[src/rtl/ssag_pkg.sv]
// Purpose: Constants and types for the strap sampling and address gate block
// Assumes: 100 MHz clk; Avalon-MM slave with byte addresses
// Notes: All offsets, fields, reset values and counts live here
package ssag_pkg;
    // ----------------------------------------------------------------
    // Timing
    // ----------------------------------------------------------------
    localparam int CLK_MHZ = 100;
    localparam int CLK_PERIOD_NS = 1000 / CLK_MHZ;
    localparam int XFER_NS = 40;
    // Least time, so round up
    localparam int XFER_CYC = (XFER_NS + CLK_PERIOD_NS - 1) / CLK_PERIOD_NS;
    localparam logic [3:0] XFER_LAST = 4'(XFER_CYC - 1);
    // Three sync stages plus one filter stage before straps are trusted
    localparam logic [3:0] STRAP_CYC = 4'h4;

    // ----------------------------------------------------------------
    // Register map (byte offsets)
    // ----------------------------------------------------------------
    localparam logic [4:0] OFS_GATE = 5'h00;
    localparam logic [4:0] OFS_CHAN = 5'h04;
    localparam logic [4:0] OFS_STRAP = 5'h08;
    localparam logic [4:0] OFS_DMA = 5'h0C;
    localparam logic [4:0] OFS_IRQ_STAT = 5'h10;
    localparam logic [4:0] OFS_IRQ_MASK = 5'h14;
    localparam logic [4:0] OFS_PINS = 5'h18;

    // ----------------------------------------------------------------
    // Fields
    // ----------------------------------------------------------------
    localparam int ALT_GATE_BIT = 1;
    localparam int SW_RST_BIT = 7;
    localparam int STRAP_SPD_LSB = 0;
    localparam int STRAP_WIDE_BIT = 2;
    localparam int STRAP_MHZ_LSB = 8;
    localparam int STRAP_DONE_BIT = 16;
    localparam int DMA_START_BIT = 0;
    localparam int DMA_CNT_LSB = 8;
    localparam int IRQ_W = 3;
    localparam int IRQ_CHK_BIT = 0;
    localparam int IRQ_CMD_BIT = 1;
    localparam int IRQ_DONE_BIT = 2;

    // ----------------------------------------------------------------
    // Reset values
    // ----------------------------------------------------------------
    localparam logic RST_ALT_GATE = 1'b0;
    localparam logic RST_SW_RST = 1'b0;
    localparam logic [IRQ_W-1:0] RST_IRQ_MASK = 3'h0;

    // ----------------------------------------------------------------
    // Synchroniser lanes
    // ----------------------------------------------------------------
    localparam int NSYNC = 8;
    localparam int SY_GREQ = 0;
    localparam int SY_MSTR = 1;
    localparam int SY_GPIN = 2;
    localparam int SY_APIN = 3;
    localparam int SY_CHK = 4;
    localparam int SY_CMD = 5;
    localparam int SY_BURST = 6;
    localparam int SY_CPU = 7;

    // ----------------------------------------------------------------
    // Types
    // ----------------------------------------------------------------
    typedef enum logic [1:0] {SPD_16 = 2'h0, SPD_20 = 2'h1, SPD_25 = 2'h2, SPD_33 = 2'h3}
        ssag_speed_t;
    localparam logic [7:0] MHZ_16 = 8'h10;
    localparam logic [7:0] MHZ_20 = 8'h14;
    localparam logic [7:0] MHZ_25 = 8'h19;
    localparam logic [7:0] MHZ_33 = 8'h21;
    typedef enum logic [1:0] {ST_IDLE = 2'b00, ST_ACK = 2'b01, ST_DONE = 2'b11} ssag_state_t;
endpackage : ssag_pkg

[src/rtl/ssag_sync3.sv]
// Purpose: Three-stage synchroniser with agreement filter for one pin
// Assumes: Input is asynchronous to clk
// Notes: Output moves only when stages two and three agree
`timescale 1ns/10ps
module ssag_sync3
(
    input wire logic clk, // System clock
    input wire logic rstn, // Async reset, active low
    input wire logic pinIn, // Raw pin level
    output logic syncOut // Filtered level
);
    logic s1_q;
    logic s2_q;
    logic s3_q;

    // First stage feeds only the second one
    always_ff @(posedge clk or negedge rstn)
    begin
        if (!rstn)
        begin
            s1_q <= 1'b0;
            s2_q <= 1'b0;
            s3_q <= 1'b0;
        end
        else
        begin
            s1_q <= pinIn;
            s2_q <= s1_q;
            s3_q <= s2_q;
        end
    end

    // Take a change once two settled stages agree
    always_ff @(posedge clk or negedge rstn)
    begin
        if (!rstn)
            syncOut <= 1'b0;
        else if (s2_q == s3_q)
            syncOut <= s3_q;
    end
endmodule : ssag_sync3

[src/rtl/ssag_top.sv]
// Purpose: Speed and bus straps, address bit 20 gate, channel reset, acknowledge
// Assumes: Single 100 MHz clock; Avalon-MM slave, one wait state per access
// Notes: Pins stay undriven until straps are latched after reset release
`timescale 1ns/10ps
module ssag_top
(
    input wire logic clk, // System clock
    input wire logic rstn, // Async reset, active low
    input wire logic [4:0] avs_address, // Byte address
    input wire logic avs_read, // Read request
    input wire logic avs_write, // Write request
    input wire logic [31:0] avs_writedata, // Write data
    input wire logic [3:0] avs_byteenable, // Byte lanes
    output logic [31:0] avs_readdata, // Read data
    output logic avs_waitrequest, // Wait, high holds master
    input wire logic addr_gate_request_in, // Gate request from keyboard controller
    input wire logic channel_master_strap, // Speed strap column pin
    input wire logic cpu_owns_bus, // Processor holds the bus
    input wire logic channel_error_check, // High on serious error
    input wire logic channel_command_any, // Any channel command active
    input wire logic burst_in, // Burst permitted
    input wire logic addr_bit20_gate_in, // Gate pin level
    output logic addr_bit20_gate_out, // Gate pin drive value
    output logic addr_bit20_gate_oe, // Gate pin enable
    input wire logic dma_acknowledge_pin_in, // Acknowledge pin level
    output logic dma_acknowledge_pin_out, // Acknowledge drive value
    output logic dma_acknowledge_pin_oe, // Acknowledge pin enable
    output logic channel_reset_out, // Channel reset, active high
    output logic irq // Level interrupt
);
    // ----------------------------------------------------------------
    // Input synchronisers
    // ----------------------------------------------------------------
    logic [ssag_pkg::NSYNC-1:0] rawIn;
    logic [ssag_pkg::NSYNC-1:0] syn;
    assign rawIn = {cpu_owns_bus, burst_in, channel_command_any, channel_error_check,
                    dma_acknowledge_pin_in, addr_bit20_gate_in, channel_master_strap,
                    addr_gate_request_in};

    // One filtered synchroniser per pin
    genvar gi;
    generate
        for (gi = 0; gi < ssag_pkg::NSYNC; gi++)
        begin : g_sync
            ssag_sync3 u_sync
            (
                .clk(clk),
                .rstn(rstn),
                .pinIn(rawIn[gi]),
                .syncOut(syn[gi])
            );
        end
    endgenerate

    // ----------------------------------------------------------------
    // Strap capture
    // ----------------------------------------------------------------
    logic [3:0] strapCnt_q;
    logic strapDone_q;
    ssag_pkg::ssag_speed_t speed_q;
    logic fullWidth_q;

    function automatic ssag_pkg::ssag_speed_t spdCode(input logic mstr, input logic gate);
        ssag_pkg::ssag_speed_t s;
        s = ssag_pkg::SPD_16;
        unique case ({mstr, gate})
            2'b00: s = ssag_pkg::SPD_16;
            2'b01: s = ssag_pkg::SPD_20;
            2'b11: s = ssag_pkg::SPD_25;
            2'b10: s = ssag_pkg::SPD_33;
        endcase
        return s;
    endfunction : spdCode

    // Wait for the synchronisers to fill, then latch once and hold
    always_ff @(posedge clk or negedge rstn)
    begin
        if (!rstn)
        begin
            strapCnt_q <= 4'h0;
            strapDone_q <= 1'b0;
            speed_q <= ssag_pkg::SPD_16;
            fullWidth_q <= 1'b0;
        end
        else if (!strapDone_q)
        begin
            if (strapCnt_q == ssag_pkg::STRAP_CYC)
            begin
                strapDone_q <= 1'b1;
                speed_q <= spdCode(syn[ssag_pkg::SY_MSTR], syn[ssag_pkg::SY_GPIN]);
                fullWidth_q <= syn[ssag_pkg::SY_APIN];
            end
            else
                strapCnt_q <= 4'(strapCnt_q + 4'h1);
        end
    end

    logic [7:0] speedMhz;
    // Frequency shown to software
    always_comb
    begin
        speedMhz = ssag_pkg::MHZ_16;
        unique case (speed_q)
            ssag_pkg::SPD_16: speedMhz = ssag_pkg::MHZ_16;
            ssag_pkg::SPD_20: speedMhz = ssag_pkg::MHZ_20;
            ssag_pkg::SPD_25: speedMhz = ssag_pkg::MHZ_25;
            ssag_pkg::SPD_33: speedMhz = ssag_pkg::MHZ_33;
        endcase
    end

    // ----------------------------------------------------------------
    // Bus slave
    // ----------------------------------------------------------------
    logic wait_q;
    logic [31:0] rdata_q;
    logic altGate_q;
    logic swRst_q;
    logic [ssag_pkg::IRQ_W-1:0] irqStat_q;
    logic [ssag_pkg::IRQ_W-1:0] irqMask_q;
    logic [7:0] remain_q;
    ssag_pkg::ssag_state_t state_q;
    logic [31:0] beMask;
    logic [31:0] wdat;
    logic wrTake;
    logic [31:0] rdMux;

    assign beMask = {{8{avs_byteenable[3]}}, {8{avs_byteenable[2]}},
                     {8{avs_byteenable[1]}}, {8{avs_byteenable[0]}}};
    assign wdat = avs_writedata & beMask;
    assign wrTake = avs_write && !wait_q;

    // Wait low for one cycle after each request cycle
    always_ff @(posedge clk or negedge rstn)
    begin
        if (!rstn)
            wait_q <= 1'b1;
        else if (!wait_q)
            wait_q <= 1'b1;
        else if (avs_read || avs_write)
            wait_q <= 1'b0;
    end

    // Read mux; unmapped offsets read as zero
    always_comb
    begin
        rdMux = 32'h0000_0000;
        unique case (avs_address)
            ssag_pkg::OFS_GATE: rdMux[ssag_pkg::ALT_GATE_BIT] = altGate_q;
            ssag_pkg::OFS_CHAN: rdMux[ssag_pkg::SW_RST_BIT] = swRst_q;
            ssag_pkg::OFS_STRAP:
            begin
                rdMux[ssag_pkg::STRAP_SPD_LSB +: 2] = speed_q;
                rdMux[ssag_pkg::STRAP_WIDE_BIT] = fullWidth_q;
                rdMux[ssag_pkg::STRAP_MHZ_LSB +: 8] = speedMhz;
                rdMux[ssag_pkg::STRAP_DONE_BIT] = strapDone_q;
            end
            ssag_pkg::OFS_DMA:
            begin
                rdMux[ssag_pkg::DMA_START_BIT] = (state_q != ssag_pkg::ST_IDLE);
                rdMux[ssag_pkg::DMA_CNT_LSB +: 8] = remain_q;
            end
            ssag_pkg::OFS_IRQ_STAT: rdMux[ssag_pkg::IRQ_W-1:0] = irqStat_q;
            ssag_pkg::OFS_IRQ_MASK: rdMux[ssag_pkg::IRQ_W-1:0] = irqMask_q;
            ssag_pkg::OFS_PINS: rdMux[ssag_pkg::NSYNC-1:0] = syn;
            default: rdMux = 32'h0000_0000;
        endcase
    end

    // Data is registered so it stands at the edge wait drops
    always_ff @(posedge clk or negedge rstn)
    begin
        if (!rstn)
            rdata_q <= 32'h0000_0000;
        else if (avs_read && wait_q)
            rdata_q <= rdMux;
    end

    // Control bits
    always_ff @(posedge clk or negedge rstn)
    begin
        if (!rstn)
        begin
            altGate_q <= ssag_pkg::RST_ALT_GATE;
            swRst_q <= ssag_pkg::RST_SW_RST;
            irqMask_q <= ssag_pkg::RST_IRQ_MASK;
        end
        else if (wrTake)
        begin
            if (avs_address == ssag_pkg::OFS_GATE && avs_byteenable[0])
                altGate_q <= wdat[ssag_pkg::ALT_GATE_BIT];
            if (avs_address == ssag_pkg::OFS_CHAN && avs_byteenable[0])
                swRst_q <= wdat[ssag_pkg::SW_RST_BIT];
            if (avs_address == ssag_pkg::OFS_IRQ_MASK && avs_byteenable[0])
                irqMask_q <= wdat[ssag_pkg::IRQ_W-1:0];
        end
    end

    // ----------------------------------------------------------------
    // Gate and channel reset
    // ----------------------------------------------------------------
    logic gateWant;
    assign gateWant = syn[ssag_pkg::SY_GREQ] || (altGate_q && syn[ssag_pkg::SY_CPU]);

    // Pin stays released during strap capture so straps are not fought
    always_ff @(posedge clk or negedge rstn)
    begin
        if (!rstn)
        begin
            addr_bit20_gate_out <= 1'b0;
            addr_bit20_gate_oe <= 1'b0;
        end
        else
        begin
            addr_bit20_gate_out <= strapDone_q && gateWant;
            addr_bit20_gate_oe <= strapDone_q;
        end
    end

    // Held from power-on until straps settle, then by software
    always_ff @(posedge clk or negedge rstn)
    begin
        if (!rstn)
            channel_reset_out <= 1'b1;
        else
            channel_reset_out <= !strapDone_q || swRst_q;
    end

    // ----------------------------------------------------------------
    // Acknowledge sequencer
    // ----------------------------------------------------------------
    logic [3:0] xferCnt_q;
    logic startReq;
    logic xferEnd;
    assign startReq = wrTake && avs_address == ssag_pkg::OFS_DMA && avs_byteenable[0]
                      && wdat[ssag_pkg::DMA_START_BIT] && strapDone_q;
    assign xferEnd = state_q == ssag_pkg::ST_ACK && xferCnt_q == ssag_pkg::XFER_LAST;

    // Each acknowledge covers one transfer unless burst holds it on
    always_ff @(posedge clk or negedge rstn)
    begin
        if (!rstn)
        begin
            state_q <= ssag_pkg::ST_IDLE;
            xferCnt_q <= 4'h0;
            remain_q <= 8'h00;
            dma_acknowledge_pin_out <= 1'b0;
        end
        else
        begin
            unique case (state_q)
                ssag_pkg::ST_IDLE:
                    if (startReq)
                    begin
                        state_q <= ssag_pkg::ST_ACK;
                        xferCnt_q <= 4'h0;
                        remain_q <= avs_byteenable[1] ? wdat[ssag_pkg::DMA_CNT_LSB +: 8] : 8'h00;
                        dma_acknowledge_pin_out <= 1'b1;
                    end
                ssag_pkg::ST_ACK:
                    if (!xferEnd)
                        xferCnt_q <= 4'(xferCnt_q + 4'h1);
                    else if (syn[ssag_pkg::SY_BURST] && remain_q != 8'h00)
                    begin
                        xferCnt_q <= 4'h0;
                        remain_q <= 8'(remain_q - 8'h01);
                    end
                    else
                    begin
                        state_q <= ssag_pkg::ST_DONE;
                        dma_acknowledge_pin_out <= 1'b0;
                    end
                ssag_pkg::ST_DONE: state_q <= ssag_pkg::ST_IDLE;
                default:
                begin
                    state_q <= ssag_pkg::ST_IDLE;
                    dma_acknowledge_pin_out <= 1'b0;
                end
            endcase
        end
    end

    // Driven as output once the strap is latched
    always_ff @(posedge clk or negedge rstn)
    begin
        if (!rstn)
            dma_acknowledge_pin_oe <= 1'b0;
        else
            dma_acknowledge_pin_oe <= strapDone_q;
    end

    // ----------------------------------------------------------------
    // Interrupts
    // ----------------------------------------------------------------
    logic chkPrev_q;
    logic cmdPrev_q;
    logic [ssag_pkg::IRQ_W-1:0] evt;
    logic [ssag_pkg::IRQ_W-1:0] clr;
    always_ff @(posedge clk or negedge rstn)
    begin
        if (!rstn)
        begin
            chkPrev_q <= 1'b0;
            cmdPrev_q <= 1'b0;
        end
        else
        begin
            chkPrev_q <= syn[ssag_pkg::SY_CHK];
            cmdPrev_q <= syn[ssag_pkg::SY_CMD];
        end
    end
    assign evt[ssag_pkg::IRQ_CHK_BIT] = syn[ssag_pkg::SY_CHK] && !chkPrev_q;
    assign evt[ssag_pkg::IRQ_CMD_BIT] = syn[ssag_pkg::SY_CMD] && !cmdPrev_q;
    assign evt[ssag_pkg::IRQ_DONE_BIT] = xferEnd && state_q == ssag_pkg::ST_ACK
                                         && !(syn[ssag_pkg::SY_BURST] && remain_q != 8'h00);
    assign clr = (wrTake && avs_address == ssag_pkg::OFS_IRQ_STAT && avs_byteenable[0])
                 ? wdat[ssag_pkg::IRQ_W-1:0] : 3'h0;

    // Sticky; a new event beats a clear in the same cycle
    always_ff @(posedge clk or negedge rstn)
    begin
        if (!rstn)
        begin
            irqStat_q <= 3'h0;
            irq <= 1'b0;
        end
        else
        begin
            irqStat_q <= (irqStat_q & ~clr) | evt;
            irq <= |(irqStat_q & irqMask_q);
        end
    end

    assign avs_readdata = rdata_q;
    assign avs_waitrequest = wait_q;
endmodule : ssag_top

[config.mk]
export PLATFORM = sky130hd
export DESIGN_NAME = ssag_top
export DESIGN_NICKNAME = d
export VERILOG_FILES = /design/src/rtl/ssag_pkg.sv /design/src/rtl/ssag_sync3.sv /design/src/rtl/ssag_top.sv
export SDC_FILE = /design/constraint.sdc
export NUM_CORES = 1
export LEC_CHECK = 0
export BUFFER_PORTS_ARGS = -buffer_cell sky130_fd_sc_hd__buf_2
export CAP_MARGIN = 20
export CORE_MARGIN = 1.5
export CORE_UTILIZATION = 45
export CTS_BUF_LIST = sky130_fd_sc_hd__clkbuf_4
export CTS_CLUSTER_DIAMETER = 50
export DETAILED_ROUTE_END_ITERATION = 6
export PLACE_DENSITY = 0.69
export SLEW_MARGIN = 30
export SYNTH_ARGS = -nofsm -noshare
export SYNTH_HDL_FRONTEND = slang
export SYNTH_SLANG_ARGS = --single-unit
[constraint.sdc]
create_clock -name clk -period 3.8 [get_ports clk]
set_input_delay 0.76 -clock clk [delete_from_list [all_inputs] [get_ports clk]]
set_output_delay 0.76 -clock clk [all_outputs]
set_load 0.02 [all_outputs]
==> results of run 1 <==
layer usage:
layer / track usage, % / share of wire [%]
met1: 24.4 / 48
met2: 27.5 / 47
met3: 3.27 / 3.7
met4: 8.83 / 1.7
met5: 0 / 0
Yosys cell counts, drive strengths merged (2+ instances only):
cell,number
nand2,36
mux2,6
nand3,8
o22ai,4
o31ai,3
ha,8
xnor2,3
buf,18
o41ai,2
nand4,2
nor2b,3
or4,2
and2,4
dfrtp,85
a211oi,8
o21ai,16
mux2i,8
a21o,2
a21oi,9
nor3,6
a31oi,9
maj3,8
inv,19
clkbuf,9
nand2b,3
and3,2
a2bb2oi,3
nor2,20
a32oi,3
dfstp,2
nand3b,2
a221oi,4
a22o,2
a41oi,2
nor4b,3
through the flow:
stage | std cells | cell area [µm²] | utilization, % | worst slack (ns) | hold slack, ns
after floorplan | 355 | 3870 | - | 1.76 | 0.331
after global placement | 487 | 4110 | 50.0 | 1.28 | 0.332
after detailed placement | 487 | 4110 | 50.0 | 1.28 | 0.335
after CTS | 503 | 4240 | 51.6 | 1.42 | 0.367
after global routing | 503 | 4240 | 51.6 | 1.23 | 0.377
final | 503 | 4240 | 51.6 | 1.41 | 0.360
cell usage in the layout, fill, tap and decap left out, types with 8 or more instances in the layout:
cell type,count
a211oi_1,8
a21oi_1,9
a31oi_1,9
buf_2,53
clkbuf_4,9
conb_1,15
dfrtp_1,85
ha_1,8
inv_1,19
maj3_1,8
mux2i_1,8
nand2_1,36
nand3_1,8
nor2_1,20
o21ai_0,16
power groups by stage:
stage                     clock network [W]  registers, W  logic (W)
after floorplan                           0       0.00114   0.000249
after global placement                    0       0.00114   0.000343
after detailed placement                  0       0.00114   0.000354
after CTS                          0.000510       0.00113   0.000354
after global routing               0.000550       0.00114   0.000395
final                              0.000486       0.00113   0.000351
area by class of cell:
class | count | area share [%]
flip-flops and latches | 87 | 51.4
multi-input cells | 222 | 34.3
repair buffers | 54 | 6.52
well taps | 105 | 3.10
inverters | 19 | 1.68
clock buffers | 9 | 1.59
clock inverters | 7 | 1.42
kinds of logic after synthesis:
logic type	count (synthesis)	synth area share, %
AOI/OAI and AO/OA	72	13.3
xor gates and xnor gates	3	0.689
adders and majority gates	16	4.72
buffers and inverters	46	6.14
DFF	87	57.2
muxes	14	3.87
other	1	0.0983
and+or+nand+nor	102	14.0
worst max-delay path, cell delays in order (launching register included):
cell      delay [ns]
dfrtp_1         0.48
nand2b_1        0.54
or3_1           0.68
a21oi_1         0.41
mux2i_1         0.22
worst min-delay path by stage:
stage | from | to | slack (ns) | cells after the start
after floorplan | g_sync[0].u_sync.s1_q | g_sync[0].u_sync.s2_q | 0.33 | 0
after global placement | g_sync[4].u_sync.s1_q | g_sync[4].u_sync.s2_q | 0.33 | 0
after detailed placement | g_sync[1].u_sync.s1_q | g_sync[1].u_sync.s2_q | 0.33 | 0
after CTS | rstn | g_sync[7].u_sync.s1_q | 0.37 | 1
after global routing | g_sync[1].u_sync.s1_q | g_sync[1].u_sync.s2_q | 0.38 | 0
final | rstn | g_sync[7].u_sync.s1_q | 0.36 | 1
registers in the layout (all words and copies together), names as in the netlist, 2 cells and up:
signal / cells
avs_readdata: 17
g_sync.u_sync.s1_q: 8
g_sync.u_sync.s2_q: 8
g_sync.u_sync.s3_q: 8
g_sync.u_sync.syncOut: 8
remain_q: 8
strapCnt_q: 4
xferCnt_q: 4
irqMask_q: 3
irqStat_q: 3
speed_q: 2
state_q: 2
==> summary.md, run 1 <==
| Metric | Value |
|---|---|
| Synth Warn # | 0 |
| Max cap viols | 0 |
| Clock Skew | 0.0171 ns |
| FF-to-FF path depth | 4 |
| Cells after Synth | 341 |
| Fraction of layout cells with a size suffix above 1 | 21.4% |
| Max Fclk | 418 MHz |
| Sw frac | 33.1% |
| Yosys cell types | 59 |
| Hold Path Class | in2async |
| Fillers | 766 |
| Die height | 95.1 µm |
| Worst Path Required | 4.17 ns |
| Switching power | 0.000649 W |
| Vias in the first global route | 2584 |
| Netlist Area Pre-Place | 3810 µm² |
| Clk_lat worst skew | 0.43 ns |
| Port Buffers | 54 |
| Worst reg-to-reg setup slack | 1.41 ns |
| Synthesis-to-finish area growth | 11.2% |
| CTS tree | yes |
| Combinational share of power | 17.9% |
| Register area share after synthesis | 57.2% |
| Placement Rows | 33 |
| Reg area | 2180 µm² |
| Starting Density | 46.4% |
| Hold Buf Count CTS | 0 |
| Tmin final | 2.39 ns |
| Drt total wl | 7230 µm |
| Largest net degree at the start of global routing | 88 |
| Worst Setup Start Kind | flop |
| I/O pin cnt | 92 |
| Synth area leaders | dfrtp_1 56%, nand2_1 3.5%, buf_4 3.1% |
| Final setup fails | 0 |
| First-pass GRT wire length | 12300 µm |
| Root Driver | clkbuf_4 |
| Die W | 95.1 µm |
| Avg Synthesized Cell Area | 11.2 µm² |
| PwrDens | 463 nW/µm² |
| DR WL/cell | 14.4 µm |
| Post-CTS sizing | 0 |
| Tot Pwr | 0.00196 W |
| Vias per Instance | 5.31 |
| RSZ-0062 raised after global routing | false |
| Status | finished clean |
| N_diodes | 0 |
| Worst Path Arrival | 2.76 ns |
| Reg-to-reg startpoint | state_q[1] |
| WS Path Type | reg2reg |
| Ys async rst share | 100% |
| Slew margin rel. | 46.2% |
| Post-DRT Antenna Nets | 0 |
| Crit. End Element | flop |
| GRT overflow | 0 |
| Pins over their slew limit | 0 |
| Critical Path Sink | remain_q[1] |
| Worst-path maximum fanout | 24 |
| Total GRT Usage | 17.9% |
| VDD IR max | 0.000174 V |
| Clock power frac | 24.8% |
| Slew @ Worst Pin | 0.807 ns |
| #FFs+latches synth | 87 |
| Final TNS setup | 0 ns |
| Period utilisation layout | 63.0% |
| Post-DP HPWL | 5180 µm |
| Core Region | 8220 µm² |
| First drt pass iteration count | 4 |
| Die area | 9040 µm² |
| RR Endpoint | remain_q[1] |
| Internal power | 0.00131 W |
| Multi-input gate area | 1450 µm² |
| Inserted Clock Buffers | 9 |
| # Post-CTS Setup Buffers | 0 |
| Sequential power share | 57.3% |
| CTS Buffer Depth | 2 |
| Post-synth EDFFs | 0 |
| Initial antenna violation count | 0 |
| Pleak | 1.98 nW |
| CP startpoint | state_q[1] |
| Nets | 454 |
| Number of clock sinks | 87 |
| Primary FF master, synth | dfrtp_1 |
| Number of DRC violations after detailed-routing iteration 0 | 101 |
| Top cell type's share of synthesized area | 55.8% |
| # DRC | 0 |
| Vias | 2669 |
| Final Hold Viols | 0 |
| Clock-pin slew on the worst setup and hold paths | 0.15 ns |
| Synth area leader | dfrtp_1 |
| RePlAce Congestion | 0.889 |
| H-Tree Level Count | 3 |
Power figures use the tool's default switching activity.
==> inputs of run 2 (changes only) <==
--- a/config.mk
+++ b/config.mk
@@ -12,7 +12,7 @@
 export CTS_BUF_LIST = sky130_fd_sc_hd__clkbuf_4
 export CTS_CLUSTER_DIAMETER = 50
 export DETAILED_ROUTE_END_ITERATION = 6
-export PLACE_DENSITY = 0.69
+export PLACE_DENSITY = 0.72
 export SLEW_MARGIN = 30
 export SYNTH_ARGS = -nofsm -noshare
 export SYNTH_HDL_FRONTEND = slang
==> constraint.sdc (replaced) <==
create_clock -name clk -period 2 [get_ports clk]
set_input_delay 0.4 -clock clk [delete_from_list [all_inputs] [get_ports clk]]
set_output_delay 0.4 -clock clk [all_outputs]
set_load 0.02 [all_outputs]
==> summary.md, run 2 (same netlist as run 1, synthesis figures left out) <==
| Metric | Value |
|---|---|
| Status | finished clean |
| WS Path Type | reg2reg |
| Reg area | 2180 µm² (unchanged) |
| Most frequent cells in the layout | 85 x dfrtp_1, 53 x buf_2, 36 x nand2_1 |
| First-pass GRT wire length | 12500 µm (+0.95%) |
| GRT overflow | 0 (unchanged) |
| Initial antenna violation count | 0 (unchanged) |
| Hold_sp | burst_in |
| Clock-pin slew on the worst setup and hold paths | 0.13 ns (-0.02 ns) |
| CP startpoint | remain_q[4] |
| Final cell count without fillers | 529 (+5.2%) |
| DR WL/cell | 14.1 µm (-2.1%) |
| RePlAce Congestion | 0.862 (-3.0%) |
| Multi-input gate area | 1470 µm² (+1.3%) |
| WHS | 0.0688 ns (-0.291 ns) |
| Fraction of layout cells with a size suffix above 1 | 26.9% (+5.5 points) |
| Period utilisation layout | 96.2% (+33 points) |
| Worst Path Required | 2.31 ns (-1.86 ns) |
| Die height | 95.1 µm (unchanged) |
| Placed Instances | 512 (+5.1%) |
| Drt total wl | 7450 µm (+3.0%) |
| First drt pass iteration count | 4 (unchanged) |
| Pleak | 2.13 nW (+7.8%) |
| Worst Setup Start Kind | flop |
| Vias in the first global route | 2652 (+2.6%) |
| Placement Rows | 33 (unchanged) |
| Pins over their slew limit | 0 (unchanged) |
| Clock Skew | 0.0172 ns (+0.0000763 ns) |
| Max cap viols | 0 (unchanged) |
| Crit. End Element | flop |
| Inserted Clock Buffers | 9 (unchanged) |
| Nets | 481 (+5.9%) |
| Vias | 2785 (+4.3%) |
| Commonest non-fill, non-tap cell in the layout | dfrtp_1 |
| Root Driver | clkbuf_4 |
| Port Buffers | 54 (unchanged) |
| Starting Density | 46.4% (unchanged) |
| Core Region | 8220 µm² (unchanged) |
| Number of DRC violations after detailed-routing iteration 0 | 191 (+89%) |
| Total GRT Usage | 18.1% (+0.21 points) |
| Number of clock sinks | 87 (unchanged) |
| VDD IR max | 0.000326 V (+87%) |
| Final Hold Viols | 0 (unchanged) |
| Tmin final | 1.92 ns (-0.469 ns) |
| CTS Buffer Depth | 2 (unchanged) |
| Max Fclk | 520 MHz (+24%) |
| Final setup fails | 0 (unchanged) |
| Synthesis-to-finish area growth | 17.9% |
| I/O pin cnt | 92 (unchanged) |
| Max reg flops | 17 (unchanged) |
| Clk_lat worst skew | 0.42 ns (about the same) |
| Post-DRT Antenna Nets | 0 (unchanged) |
| Die area | 9040 µm² (unchanged) |
| Largest net degree at the start of global routing | 37 (-58%) |
| Reg-to-reg startpoint | remain_q[4] |
| Vias per Instance | 5.26 (-0.78%) |
| Worst-path maximum fanout | 5 (-79%) |
| # DRC | 0 (unchanged) |
| CTS tree | yes |
| Post-DP HPWL | 5630 µm (+8.7%) |
| PwrDens | 892 nW/µm² (+93%) |
| Die W | 95.1 µm (unchanged) |
| N_diodes | 0 (unchanged) |
| Worst Path Arrival | 2.23 ns (-0.53 ns) |
| Fillers | 718 (-6.3%) |
| H-Tree Level Count | 3 (unchanged) |
| Hold Path Class | in2reg |
-- run 2: cell count changes in the layout (fill, tap and decap cells not counted), moves of 2 or more --
cell	delta
buf_4	+26
bufinv_16	+2
inv_6	-2
inv_8	-2
-- run 2: final timing paths --
check                                   endpoint  slack [ns]  cells past startpoint
hold reg to reg            g_sync[2].u_sync.s2_q        0.36                      0
max in group asynchronous           xferCnt_q[2]        0.92                      3
min in group asynchronous              altGate_q        0.46                      2
setup reg to reg                     remain_q[7]        0.08                      4
setup / recovery                     remain_q[7]        0.08                      4
hold / removal             g_sync[6].u_sync.s1_q        0.07                      1
-- run 2: layout make-up --
cell class | instances | area share, %
clock buffers | 9 | 1.50
clock inverters | 6 | 1.89
inverters | 19 | 1.59
multi-input cells | 222 | 32.7
flip-flops and latches | 87 | 48.5
well taps | 105 | 2.92
repair buffers | 81 | 10.9
-- run 2: metal layers --
metal	up-vias	GRT usage (%)	part of all wire, %
met3	12	3.11	4.5
met4	0	8.71	2.0
met2	81	28.1	47
met1	1350	24.7	46
li1	1342	-	-
met5	-	0	0
-- run 2: where the power goes --
part           total (W)  leakage, nW  switching [W]  internal [W]
clock network    0.00108       0.0815       0.000576      0.000499
registers        0.00209         1.07       0.000146       0.00194
logic           0.000844        0.975       0.000477      0.000367
total            0.00401         2.13        0.00120       0.00281
-- run 2: stage by stage --
step / TNS (ns) / total power [W] / setup slack, ns / instance area (µm²) / util (%)
after floorplan: 0 / 0.00263 / 0.104 / 3870 / -
after global placement: 0 / 0.00290 / 0.0614 / 4310 / 52.4
after detailed placement: 0 / 0.00293 / 0.0310 / 4310 / 52.4
after CTS: 0 / 0.00400 / 0.0110 / 4470 / 54.4
after global routing: -0.0776 / 0.00424 / -0.0220 / 4500 / 54.7
final: 0 / 0.00401 / 0.0769 / 4500 / 54.7
-- run 2: timing repair --
item,CTS,global route
hold buffers,1,0
endpoints found under the setup margin,0,6
hold endpoints to repair,32,0
setup buffers,0,1
resized for setup,0,6
-- run 2: worst max-delay path, cell delays in order (launching register included) --
cell and delay (ns):
dfrtp_1 0.40, or4_4 0.60, or4_4 0.44, a221oi_2 0.26, o22ai_1 0.11
==> inputs of run 3 (changes only) <==
--- a/config.mk
+++ b/config.mk
@@ -12,8 +12,9 @@
 export CTS_BUF_LIST = sky130_fd_sc_hd__clkbuf_4
 export CTS_CLUSTER_DIAMETER = 50
 export DETAILED_ROUTE_END_ITERATION = 6
-export PLACE_DENSITY = 0.72
+export PLACE_DENSITY = 0.71
 export SLEW_MARGIN = 30
 export SYNTH_ARGS = -nofsm -noshare
 export SYNTH_HDL_FRONTEND = slang
+export SYNTH_HIERARCHICAL = 1
 export SYNTH_SLANG_ARGS = --single-unit
==> summary.md, run 3 <==
| Metric | Value |
|---|---|
| Root Driver | clkbuf_4 |
| Final Hold Viols | 0 (unchanged) |
| WHS | 0.0528 ns (-0.0160 ns) |
| Initial antenna violation count | 0 (unchanged) |
| Final cell count without fillers | 533 (+0.76%) |
| Tmin final | 1.80 ns (-0.119 ns) |
| Multi-input gate area | 1560 µm² (+6.1%) |
| Vias in the first global route | 2777 (+4.7%) |
| CP Cell Sequence | inv_1, ha_1, nor3b_2, a31oi_4, a41oi_1, a2111oi_2 |
| Worst Setup Start Kind | flop |
| Synth cell count leaders | 85 x dfrtp_1, 36 x nand2_1, 21 x nor2_1 |
| Inserted Clock Buffers | 9 (unchanged) |
| Worst-path maximum fanout | 9 (+4) |
| Yosys cell types | 62 (+5.1%) |
| N_diodes | 0 (unchanged) |
| Most frequent cells in the layout | 85 x dfrtp_1, 53 x buf_2, 36 x nand2_1 |
| Vias | 2898 (+4.1%) |
| Avg Synthesized Cell Area | 11.3 µm² (+0.85%) |
| Synth area leader | dfrtp_1 |
| Count leader, synth | dfrtp_1 |
| Die W | 96.3 µm (+1.3%) |
| Synth Warn # | 6 (+6) |
| Cells after Synth | 347 (+1.8%) |
| Primary FF master, synth | dfrtp_1 |
| GRT overflow | 0 (unchanged) |
| Post-DRT Antenna Nets | 0 (unchanged) |
| Nets | 484 (+0.62%) |
| Slowest stage cell, crit path | dfrtp_1 |
| Fillers | 734 (+2.2%) |
| Placement Setup Slack | -0.145 ns (-0.176 ns) |
| CTS tree | yes |
| Pins over their slew limit | 0 (unchanged) |
| Synth area leaders | dfrtp_1 54%, nand2_1 3.5%, buf_4 3.1% |
| Max cap viols | 0 (unchanged) |
| Worst Path Required | 2.35 ns (+0.04 ns) |
| Post-DP HPWL | 6020 µm (+6.9%) |
| Netlist Area Pre-Place | 3910 µm² (+2.6%) |
| Period utilisation layout | 90.2% (-5.9 points) |
| RePlAce Congestion | 0.943 (+9.3%) |
| Commonest non-fill, non-tap cell in the layout | dfrtp_1 |
| Worst Path Arrival | 2.15 ns (-0.08 ns) |
| Status | finished clean |
| Port Buffers | 54 (unchanged) |
| PwrDens | 980 nW/µm² (+9.9%) |
| Max Fclk | 554 MHz (+6.6%) |
| Reg area | 2180 µm² (unchanged) |
| CP peak stage delay | 0.40 ns (-0.20 ns) |
| VDD IR max | 0.000502 V (+54%) |
| Max reg flops | 17 (unchanged) |
| Total GRT Usage | 19.5% (+1.4 points) |
| Fraction of layout cells with a size suffix above 1 | 29.0% (+2.1 points) |
| RSZ-0062 raised after global routing | false |
| Pleak | 2.21 nW (+3.7%) |
| Top cell type's share of synthesized area | 54.3% (-1.4 points) |
| Die height | 96.3 µm (+1.3%) |
| Core Region | 8340 µm² (+1.5%) |
| First-pass GRT wire length | 13500 µm (+8.4%) |
| Clk_lat worst skew | 0.44 ns (+0.02 ns) |
| First drt pass iteration count | 4 (unchanged) |
| #FFs+latches synth | 87 (unchanged) |
| CTS Buffer Depth | 2 (unchanged) |
| Post-synth EDFFs | 0 (unchanged) |
| H-Tree Level Count | 3 (unchanged) |
| Synthesis-to-finish area growth | 17.6% |
| Number of clock sinks | 87 (unchanged) |
| Final Cell Area | 4600 µm² (+2.4%) |
| Starting Density | 46.9% (+0.51 points) |
| Placed Instances | 515 (+0.59%) |
| Placement Rows | 33 (unchanged) |
| Clock Skew | 0.0170 ns (-0.000195 ns) |
| Register area share after synthesis | 55.7% (-1.5 points) |
| Tot Pwr | 0.00451 W (+13%) |
| DR WL/cell | 15.3 µm (+8.6%) |
| Die area | 9270 µm² (+2.5%) |
| Ys async rst share | 100% (unchanged) |
| # Post-CTS Setup Buffers | 0 (unchanged) |
| Fin worst setup slack | 0.196 ns (+0.119 ns) |
| Number of DRC violations after detailed-routing iteration 0 | 195 (+2.1%) |
| Post-Place Cell Area | 4390 µm² (+1.9%) |
| Vias per Instance | 5.44 (+3.3%) |
| Drt total wl | 8150 µm (+9.4%) |
| Final setup fails | 0 (unchanged) |
| Crit. End Element | flop |
| # DRC | 0 (unchanged) |
| Hold Path Class | in2reg |
| Largest net degree at the start of global routing | 45 (+22%) |
| Clock-pin slew on the worst setup and hold paths | 0.15 ns (+0.02 ns) |
| WS Path Type | reg2reg |
| I/O pin cnt | 92 (unchanged) |
## run 3: changes by cell type in the layout (fill, tap and decap cells not counted), moves of 3 or more
cell | previous run | this run
maj3_1 | 8 | 0
maj3_2 | 0 | 8
a211oi_1 | 8 | 3
a31oi_1 | 9 | 4
mux2i_1 | 8 | 3
and3_1 | 2 | 6
nor3_1 | 6 | 2
a2bb2oi_1 | 3 | 0
a41oi_1 | 2 | 5
and2_1 | 4 | 1
nand2b_1 | 3 | 6
nor2b_1 | 3 | 6
o22ai_1 | 3 | 0
## run 3: final timing paths
kind | startpoint | slack, ns | cells past startpoint | to
min in group asynchronous | rstn | 0.35 | 2 | g_sync[1].u_sync/s2_q
min | addr_gate_request_in | 0.05 | 1 | g_sync[0].u_sync/s1_q
min reg2reg | g_sync[1].u_sync/s1_q | 0.36 | 0 | g_sync[1].u_sync/s2_q
max | remain_q[0] | 0.20 | 6 | remain_q[2]
max reg2reg | remain_q[0] | 0.20 | 6 | remain_q[2]
max in group asynchronous | rstn | 0.98 | 3 | avs_waitrequest
## run 3: worst max-delay path: cells and delay by family, from the launching register on
family	cells	cell delay, ns
compound gates	3	0.87
fa+ha+maj	1	0.19
buf+inv	1	0.08
flops	1	0.40
simple gates	1	0.18
## run 3: area by class of cell
class                   count  area share, %
clock buffers              10           1.63
clock inverters             6           2.17
inverters                  17           1.39
multi-input cells         227           33.9
flip-flops and latches     87           47.3
well taps                 105           2.85
repair buffers             81           10.7
## run 3: cells by family (layout without fill, tap and decap cells)
family | after synthesis | count (layout) | share of synthesized area, %
fa+ha+maj | 16 | 16 | 4.86
mux | 12 | 12 | 3.64
simple gates | 110 | 110 | 14.6
xor+xnor | 3 | 3 | 0.671
buf+inv | 47 | 114 | 6.23
other cells | 1 | 15 | 0.0958
flops | 87 | 87 | 55.7
compound gates | 71 | 71 | 14.2
## run 3: repair_timing
action	CTS	global route
hold buffers	1	1
gates resized for setup	0	3
endpoints found under the setup margin	0	2
endpoints found under the hold margin	17	1
## run 3: layer usage
layer	part of all wire, %	vias up	global-route usage [%]
li1	-	1369	-
met1	48	1395	27.2
met2	45	116	29.8
met3	5.1	18	4.34
met4	2.1	0	7.23
met5	0	-	0
## run 3: stage by stage
step | TNS (ns) | util (%)
2_1_floorplan | 0 | -
3_3_place_gp | -0.663 | 52.6
3_5_place_dp | -1.08 | 52.6
4_1_cts | 0 | 54.9
5_1_grt | 0 | 55.2
6_report | 0 | 55.2
## run 3: power by group
part / internal, W / switching (W)
combinational: 0.000511 / 0.000654
sequential: 0.00196 / 0.000186
clock: 0.000548 / 0.000652
